--- src/rtl/sbd_consts.vh ---
// Behaviour
// - The subtract-with-borrow instruction computes working register minus memory operand minus the inverted borrow_inverse_bit.
// - The subtract-with-borrow result goes back into the addressed data memory word, not into the working register.
// - After subtract-with-borrow, borrow_inverse_bit is 0 for a negative difference and 1 for a zero or positive one.
// - Subtract-with-borrow updates signed_range_exceeded_bit, null_result_bit, half_borrow_bit, borrow_inverse_bit, signed_borrow_bit and chained_null_bit.
// - Decrement_skip_if_null subtracts 1 from the addressed memory word, writes it back and leaves all flags alone.
// - When the decremented value is 0 the following instruction is skipped and not executed.
// - A skip inserts a dummy cycle while the next instruction is fetched, so the skipping instruction takes two cycles (here 3 clocks: read, execute, dummy).
// - When the decremented value is not 0 execution continues with the next instruction and no skip is taken.
`ifndef SBD_CONSTS_VH
`define SBD_CONSTS_VH

// Register byte offsets on the bus
`define REG_CMD 8'h00
`define REG_WORK 8'h04
`define REG_STATUS 8'h08
`define REG_MADDR 8'h0c
`define REG_MDATA 8'h10

// Register selector codes
`define SEL_CMD 3'h0
`define SEL_WORK 3'h1
`define SEL_STATUS 3'h2
`define SEL_MADDR 3'h3
`define SEL_MDATA 3'h4
`define SEL_NONE 3'h7

// Command register fields
`define CMD_OP_BIT 0
`define CMD_ADDR_LSB 8
`define OP_SUB_BORROW 1'b0
`define OP_DEC_SKIP 1'b1

// Status flag positions
`define FLG_BORROW_INV 0
`define FLG_HALF_BORROW 1
`define FLG_NULL 2
`define FLG_RANGE 3
`define FLG_SIGNED_BORROW 4
`define FLG_CHAINED_NULL 5
`define STAT_BUSY 8
`define STAT_SKIP_ARMED 9

// Reset values
`define FLAGS_RST 6'h00
`define WORK_RST 8'h00
`define MADDR_RST 8'h00

// Timing: cycles spent in the dummy slot after a skip
`define DUMMY_CYCLES 1

`endif

--- src/rtl/subtract_borrow_decrement_skip.v ---
`timescale 1ns/1ps
`default_nettype none
`include "sbd_consts.vh"

// Execution datapath for subtract-with-borrow-to-memory and decrement-skip-if-null
module subtract_borrow_decrement_skip #(
	parameter ADDR_W = 8
) (
	// Clock, reset, enable
	input wire clk_i,
	input wire rst_i,
	input wire ce_i,
	// Wishbone classic slave
	input wire wb_cyc_i,
	input wire wb_stb_i,
	input wire wb_we_i,
	input wire [7:0] wb_adr_i,
	input wire [3:0] wb_sel_i,
	input wire [31:0] wb_dat_i,
	output reg [31:0] wb_dat_o,
	output reg wb_ack_o,
	// Pipeline side
	output reg busy_o,
	output reg skip_o,
	output reg dummy_o
);

	// Execution states
	localparam ST_IDLE = 2'b00;
	localparam ST_READ = 2'b01;
	localparam ST_EXEC = 2'b10;
	localparam ST_DUMMY = 2'b11;

	// Bus address decode, used for reads and writes
	function [2:0] reg_sel;
		input [7:0] adr;
		begin
			case (adr)
				`REG_CMD: reg_sel = `SEL_CMD;
				`REG_WORK: reg_sel = `SEL_WORK;
				`REG_STATUS: reg_sel = `SEL_STATUS;
				`REG_MADDR: reg_sel = `SEL_MADDR;
				`REG_MDATA: reg_sel = `SEL_MDATA;
				default: reg_sel = `SEL_NONE;
			endcase
		end
	endfunction

	// Architectural state
	reg [1:0] state_r;
	reg [1:0] state_nxt;
	reg op_r;
	reg [ADDR_W-1:0] addr_r;
	reg [7:0] work_r;
	reg [5:0] flags_r;
	reg skip_armed_r;
	reg [ADDR_W-1:0] maddr_r;
	reg rd_wait_r;

	// Memory port
	reg mem_re;
	reg mem_we;
	reg [ADDR_W-1:0] mem_addr;
	reg [7:0] mem_wdata;
	wire [7:0] mem_q;

	// Bus request helpers
	wire bus_req;
	wire [2:0] bus_sel;
	wire bus_idle;
	wire bus_write_ok;
	wire bus_mrd_issue;
	wire start_cmd;

	assign bus_req = wb_cyc_i & wb_stb_i & ~wb_ack_o;
	assign bus_sel = reg_sel(wb_adr_i);
	assign bus_idle = (state_r == ST_IDLE);
	// Writes wait for an idle datapath so they never collide with a writeback
	assign bus_write_ok = bus_req & wb_we_i & bus_idle;
	assign bus_mrd_issue = bus_req & ~wb_we_i & bus_idle & (bus_sel == `SEL_MDATA) & ~rd_wait_r;
	// A command write while a skip is armed is squashed instead of executed
	assign start_cmd = bus_write_ok & (bus_sel == `SEL_CMD) & wb_sel_i[0] & ~skip_armed_r;

	// Subtract with borrow: acc + ~m + c, 8-bit operands
	wire [8:0] diff9;
	wire [4:0] half5;
	wire [7:0] sub_res;
	wire c_new;
	wire ac_new;
	wire z_new;
	wire ov_new;
	wire sc_new;
	wire cz_new;

	assign diff9 = {1'b0, work_r} + {1'b0, ~mem_q} + {8'h00, flags_r[`FLG_BORROW_INV]};
	assign half5 = {1'b0, work_r[3:0]} + {1'b0, ~mem_q[3:0]} + {4'h0, flags_r[`FLG_BORROW_INV]};
	assign sub_res = diff9[7:0];
	// Carry out of the inverted add is 1 exactly when no borrow was needed
	assign c_new = diff9[8];
	assign ac_new = half5[4];
	assign z_new = (sub_res == 8'h00);
	assign ov_new = (work_r[7] ^ mem_q[7]) & (work_r[7] ^ sub_res[7]);
	// Signed borrow: true signed sign of the difference
	assign sc_new = ov_new ^ sub_res[7];
	// Chained null holds only while this step and the previous one (the old null flag) were both zero
	assign cz_new = z_new & flags_r[`FLG_NULL];

	// Decrement wraps 00 to ff
	wire [7:0] dec_res;
	wire dec_null;
	assign dec_res = mem_q - 8'h01;
	assign dec_null = (dec_res == 8'h00);

	// Next state of the execution sequence
	always @* begin
		state_nxt = state_r;
		case (state_r)
			ST_IDLE: begin
				if (start_cmd) begin
					state_nxt = ST_READ;
				end
			end
			ST_READ: begin
				state_nxt = ST_EXEC;
			end
			ST_EXEC: begin
				if (op_r == `OP_DEC_SKIP && dec_null) begin
					state_nxt = ST_DUMMY;
				end else begin
					state_nxt = ST_IDLE;
				end
			end
			ST_DUMMY: begin
				state_nxt = ST_IDLE;
			end
			default: begin
				state_nxt = ST_IDLE;
			end
		endcase
	end

	// Memory port steering: datapath first, bus only while idle
	always @* begin
		mem_re = 1'b0;
		mem_we = 1'b0;
		mem_addr = maddr_r;
		mem_wdata = wb_dat_i[7:0];
		case (state_r)
			ST_READ: begin
				mem_re = 1'b1;
				mem_addr = addr_r;
			end
			ST_EXEC: begin
				// Both instructions write back to the same location
				mem_we = 1'b1;
				mem_addr = addr_r;
				if (op_r == `OP_DEC_SKIP) begin
					mem_wdata = dec_res;
				end else begin
					mem_wdata = sub_res;
				end
			end
			ST_IDLE: begin
				mem_re = bus_mrd_issue;
				mem_we = bus_write_ok & (bus_sel == `SEL_MDATA) & wb_sel_i[0];
			end
			default: begin
				mem_re = 1'b0;
			end
		endcase
	end

	sbd_dmem #(
		.ADDR_W(ADDR_W),
		.DATA_W(8)
	) u_dmem (
		.clk_i(clk_i),
		.ce_i(ce_i),
		.re_i(mem_re),
		.we_i(mem_we),
		.addr_i(mem_addr),
		.wdata_i(mem_wdata),
		.rdata_o(mem_q)
	);

	// Execution sequence, flags and skip bookkeeping
	always @(posedge clk_i) begin
		if (rst_i) begin
			state_r <= ST_IDLE;
			op_r <= `OP_SUB_BORROW;
			addr_r <= {ADDR_W{1'b0}};
			flags_r <= `FLAGS_RST;
			skip_armed_r <= 1'b0;
			skip_o <= 1'b0;
			dummy_o <= 1'b0;
			busy_o <= 1'b0;
		end else if (ce_i) begin
			state_r <= state_nxt;
			busy_o <= (state_nxt != ST_IDLE);
			dummy_o <= (state_nxt == ST_DUMMY);
			skip_o <= 1'b0;
			if (start_cmd) begin
				op_r <= wb_dat_i[`CMD_OP_BIT];
				addr_r <= wb_dat_i[`CMD_ADDR_LSB +: ADDR_W];
			end
			// Squashed command consumes the armed skip
			if (bus_write_ok && bus_sel == `SEL_CMD && wb_sel_i[0] && skip_armed_r) begin
				skip_armed_r <= 1'b0;
			end
			// Software may rewrite the flags while idle
			if (bus_write_ok && bus_sel == `SEL_STATUS && wb_sel_i[0]) begin
				flags_r <= wb_dat_i[5:0];
			end
			if (state_r == ST_EXEC) begin
				if (op_r == `OP_SUB_BORROW) begin
					// Six flags updated together
					flags_r[`FLG_BORROW_INV] <= c_new;
					flags_r[`FLG_HALF_BORROW] <= ac_new;
					flags_r[`FLG_NULL] <= z_new;
					flags_r[`FLG_RANGE] <= ov_new;
					flags_r[`FLG_SIGNED_BORROW] <= sc_new;
					flags_r[`FLG_CHAINED_NULL] <= cz_new;
				end else if (dec_null) begin
					// Flags untouched by the decrement
					skip_armed_r <= 1'b1;
					skip_o <= 1'b1;
				end
			end
		end
	end

	// Software-visible working register and memory pointer
	always @(posedge clk_i) begin
		if (rst_i) begin
			work_r <= `WORK_RST;
			maddr_r <= `MADDR_RST;
		end else if (ce_i) begin
			if (bus_write_ok && bus_sel == `SEL_WORK && wb_sel_i[0]) begin
				work_r <= wb_dat_i[7:0];
			end
			if (bus_write_ok && bus_sel == `SEL_MADDR && wb_sel_i[0]) begin
				maddr_r <= wb_dat_i[ADDR_W-1:0];
			end
		end
	end

	// Read mux for immediate registers
	reg [31:0] rd_mux;
	always @* begin
		rd_mux = 32'h0000_0000;
		case (bus_sel)
			`SEL_CMD: begin
				rd_mux[`CMD_OP_BIT] = op_r;
				rd_mux[`CMD_ADDR_LSB +: ADDR_W] = addr_r;
			end
			`SEL_WORK: begin
				rd_mux[7:0] = work_r;
			end
			`SEL_STATUS: begin
				rd_mux[5:0] = flags_r;
				rd_mux[`STAT_BUSY] = ~bus_idle;
				rd_mux[`STAT_SKIP_ARMED] = skip_armed_r;
			end
			`SEL_MADDR: begin
				rd_mux[ADDR_W-1:0] = maddr_r;
			end
			default: begin
				rd_mux = 32'h0000_0000;
			end
		endcase
	end

	// Bus answer: one wait cycle for memory reads, writes held off while busy
	always @(posedge clk_i) begin
		if (rst_i) begin
			wb_ack_o <= 1'b0;
			wb_dat_o <= 32'h0000_0000;
			rd_wait_r <= 1'b0;
		end else if (ce_i) begin
			wb_ack_o <= 1'b0;
			if (rd_wait_r) begin
				rd_wait_r <= 1'b0;
				wb_ack_o <= 1'b1;
				wb_dat_o <= {24'h00_0000, mem_q};
			end else if (bus_mrd_issue) begin
				rd_wait_r <= 1'b1;
			end else if (bus_req && !wb_we_i && bus_sel != `SEL_MDATA) begin
				// Unmapped reads answer zero
				wb_ack_o <= 1'b1;
				wb_dat_o <= rd_mux;
			end else if (bus_write_ok) begin
				// Unmapped writes are acked and dropped
				wb_ack_o <= 1'b1;
			end
		end
	end

endmodule // subtract_borrow_decrement_skip

`default_nettype wire

--- src/rtl/sbd_dmem.v ---
`timescale 1ns/1ps
`default_nettype none

// Single port data memory, read data registered
module sbd_dmem #(
	parameter ADDR_W = 8,
	parameter DATA_W = 8
) (
	// Clock
	input wire clk_i,
	input wire ce_i,
	// Access port
	input wire re_i,
	input wire we_i,
	input wire [ADDR_W-1:0] addr_i,
	input wire [DATA_W-1:0] wdata_i,
	output reg [DATA_W-1:0] rdata_o
);

	reg [DATA_W-1:0] mem_r [0:(1<<ADDR_W)-1];

	// Memory content is not reset; software seeds it before use
	always @(posedge clk_i) begin
		if (ce_i) begin
			if (we_i) begin
				mem_r[addr_i] <= wdata_i;
			end
			if (re_i) begin
				rdata_o <= mem_r[addr_i];
			end
		end
	end

endmodule // sbd_dmem

`default_nettype wire

--- config.mk ---
export PLATFORM = sky130hd
export DESIGN_NAME = subtract_borrow_decrement_skip
export DESIGN_NICKNAME = d
export VERILOG_FILES = /design/src/rtl/subtract_borrow_decrement_skip.v /design/src/rtl/sbd_dmem.v
export VERILOG_INCLUDE_DIRS = /design/src /design/src/rtl
export SDC_FILE = /design/constraint.sdc
export NUM_CORES = 2
export LEC_CHECK = 0
export ABC_AREA = 1
export BUFFER_PORTS_ARGS = -buffer_cell sky130_fd_sc_hd__buf_4
export CAP_MARGIN = 15
export CORE_MARGIN = 3
export CORE_UTILIZATION = 44
export CTS_BUF_LIST = sky130_fd_sc_hd__clkbuf_4 sky130_fd_sc_hd__clkbuf_8
export DETAILED_ROUTE_END_ITERATION = 8
export PLACE_DENSITY = 0.58
export SLEW_MARGIN = 10
export SYNTH_ARGS = -nofsm -noshare
export SYNTH_HDL_FRONTEND = slang
export SYNTH_SLANG_ARGS = --single-unit
--- constraint.sdc ---
create_clock -name clk_i -period 26.1 [get_ports clk_i]
set_input_delay 0 -clock clk_i [delete_from_list [all_inputs] [get_ports clk_i]]
set_output_delay 0 -clock clk_i [all_outputs]
set_load 0.01 [all_outputs]
==> out/summary.txt <==
Mapped Area = 0.0873 sq mm
Multi-input gate area = 0.0223 sq mm
Core Box Area = 0.196 sq mm
flop and latch count out of synthesis = 2111
sequential area share after synthesis = 72.0%
clk buf depth = 4
routed vias/inst = 5.33
outcome = completed
Detailed Route WL = 260000 microns
XOR/XNOR Fraction of Synth Area = 0.110%
worst hold path class = in2reg
Area growth syn-to-layout = 11.9%
post-synthesis cell count = 8139
final HPWL from detailed placement = 142000 microns
Die X = 451 microns
io pins = 86
post-synthesis adder-cell area fraction = 0.255%
largest net degree at the start of global routing = 185
most frequent cells in the layout = nand2_1 (4230), edfxtp_1 (2056), nor2_1 (490), clkbuf_8 (366), nand3_1 (299)
routed via count = 59804
worst-margin pin slew = 1160 ps
Slew HR = 22.7%
Nets = 8396
peak supply drop = 0.0451 mV
area fraction in compound gates after synthesis = 2.22%
Arr. time, crit path = 7240 ps
CTS tree = built
startpoint types = flip-flop
Final Hold Vio Count = 0
CP endpoint kind = flip-flop
Clock H-tree levels = 5
Final Slew Violations = 0
fillers = 17559
flip-flop and latch area = 0.0628 sq mm
Yosys cell types = 44
GRT Util Overall = 25.2%
commonest non-fill, non-tap cell in the layout = nand2_1
RSZ-0062 raised after global routing = no
Port Buffers = 50
Initial DRT Pass Iterations = 7
LEAKAGE = 0.0371 uW
Num CTS Buffers = 358
Tcrit/Tclk final = 25.3%
Routed WL per cell = 23.2 microns
setup TNS = 0 ps
initial DRC count = 6218
YS warnings = 0
Worst-path clk slew = 60 ps
total congestion overflow = 0
post_cts resized = 0
CP Class = reg2reg
Worst EP required = 26740 ps
post-synthesis mux area share = 0%
clock latency on the worst-skew pair = 1080 ps
DIE AREA = 0.204 sq mm
Clock Sinks = 2111
main combinational cell family by area after synthesis = simple AND/OR/NAND/NOR gates
first-pass GRT wire length = 381000 microns
clk root buf = clkbuf_8
postcts setup bufs = 0
PwrDens = 68.6 mW/mm^2
ANT nets after route = 0
overall power = 6700 uW
Die Height = 451 microns
upper clock frequency limit = 0.152 GHz
ys flop type = edfxtp_1
initial antenna violation count = 9
Post-synth EDFFs = 2056
maximum net fanout on the critical path = 54
starting density of the core = 44.5%
post-synthesis simple-gate area fraction = 22.7%
DRC Markers = 0
crit path time final = 6600 ps
routability cong. = 0.876
Clock Skews = 67.5 ps
Finish-stage setup viols = 0
row count = 162
post-synthesis area per instance = 10.7 sq um
share of layout cells above drive strength 1 = 8.81%
max_cap viols = 0
vias in the first global route = 57168
ys async rst share = 0%
[registers in the layout (all words and copies together) (netlist names), 2 cells and up]
register	count
maddr_r	8
u_dmem.rdata_o	8
work_r	8
addr_r	8
u_dmem.mem_r	2048
flags_r	6
state_r	2
wb_dat_o	16
[synthesized netlist by cell type, types with 7 or more instances]
| cell | number | area share [%] |
|---|---|---|
| ha_1 | 13 | 0.19 |
| nand2_1 | 4244 | 18 |
| nor2_2 | 9 | 0.064 |
| buf_2 | 235 | 1.3 |
| buf_1 | 15 | 0.064 |
| nand4_1 | 41 | 0.29 |
| nor2_1 | 493 | 2.1 |
| o21ai_0 | 106 | 0.61 |
| o22ai_1 | 7 | 0.050 |
| dfxtp_1 | 55 | 1.3 |
| inv_2 | 12 | 0.052 |
| nand3_1 | 301 | 1.7 |
| o211ai_1 | 8 | 0.069 |
| xor2_1 | 9 | 0.090 |
| o21ai_1 | 100 | 0.57 |
| edfxtp_1 | 2056 | 71 |
| clkbuf_1 | 140 | 0.60 |
| a21oi_1 | 117 | 0.67 |
| a211oi_1 | 9 | 0.077 |
| inv_1 | 88 | 0.38 |
| buf_4 | 24 | 0.21 |
[area by class of cell]
type / count / area share [%]
Antenna cell: 4 / 0.0102
Sequential cell: 2111 / 64.3
Multi-Input combinational cell: 5519 / 22.8
Tap cell: 2624 / 3.36
Inverter: 104 / 0.400
Clock buffer: 494 / 6.14
Clock inverter: 122 / 0.726
Timing Repair Buffer: 236 / 2.21
[power breakdown]
part / switching, uW / internal [uW] / leakage (uW)
Clock: 1310 / 1550 / 0.00358
Sequential: 0.781 / 3730 / 0.0189
Combinational: 95.0 / 20.5 / 0.0146
[per-layer routing]
metal | GRT usage [%] | wire, microns
met5 | 0 | 9
met4 | 10.6 | 11000
met1 | 34.7 | 108000
met2 | 39.1 | 118000
met3 | 5.16 | 23500
[stage by stage]
step	hold WS, ps	utilization, %	worst slack, ps	instance area [sq um]	cells
3_3_place_gp	237	46.0	19640	90100	10505
2_1_floorplan	135	-	13040	87300	8154
4_1_cts	40.1	49.8	19580	97700	11210
5_1_grt	158	49.8	19280	97700	11211
6_report	205	49.8	19500	97700	11214
3_5_place_dp	238	46.0	19600	90100	10505
[cells by family after synthesis]
logic type               count (synthesis)
XOR/XNOR                                11
other                                    1
AO/OA/AOI/OAI                          364
AND/OR/NAND/NOR                       5112
buffers and inverters                  524
flip-flops                            2111
adder cells (fa/ha/maj)                 16
[timing repair]
| item | in CTS | in global routing |
|---|---|---|
| hold endpoints to repair | 452 | 0 |
| hold buffers | 89 | 0 |
| setup endpoints to repair | 0 | 0 |
[final timing paths]
check                                               start                      endpoint  slack (ps)  cells past startpoint
worst min-delay path                          wb_adr_i[5]        rd_wait_r$_SDFFE_PP0P_         200                      7
worst min register to register  wb_dat_o[14]$_SDFFE_PP0P_     wb_dat_o[14]$_SDFFE_PP0P_         460                      2
worst max-delay path              state_r[1]$_SDFFE_PP0P_  u_dmem.mem_r[8][6]$_DFFE_PP_       19500                     11
worst max register to register    state_r[1]$_SDFFE_PP0P_  u_dmem.mem_r[8][6]$_DFFE_PP_       19500                     11
[critical path: stages, from the launching register on]
cell and delay, ps:
dfxtp_1 380, inv_1 110, ha_1 820, inv_2 100, nand2_2 370, nand2_8 300
nor2_8 790, buf_4 740, buf_4 650, nand2_2 570, buf_4 450, nor2_1 690
No activity file was read; power rests on OpenSTA's default activity.
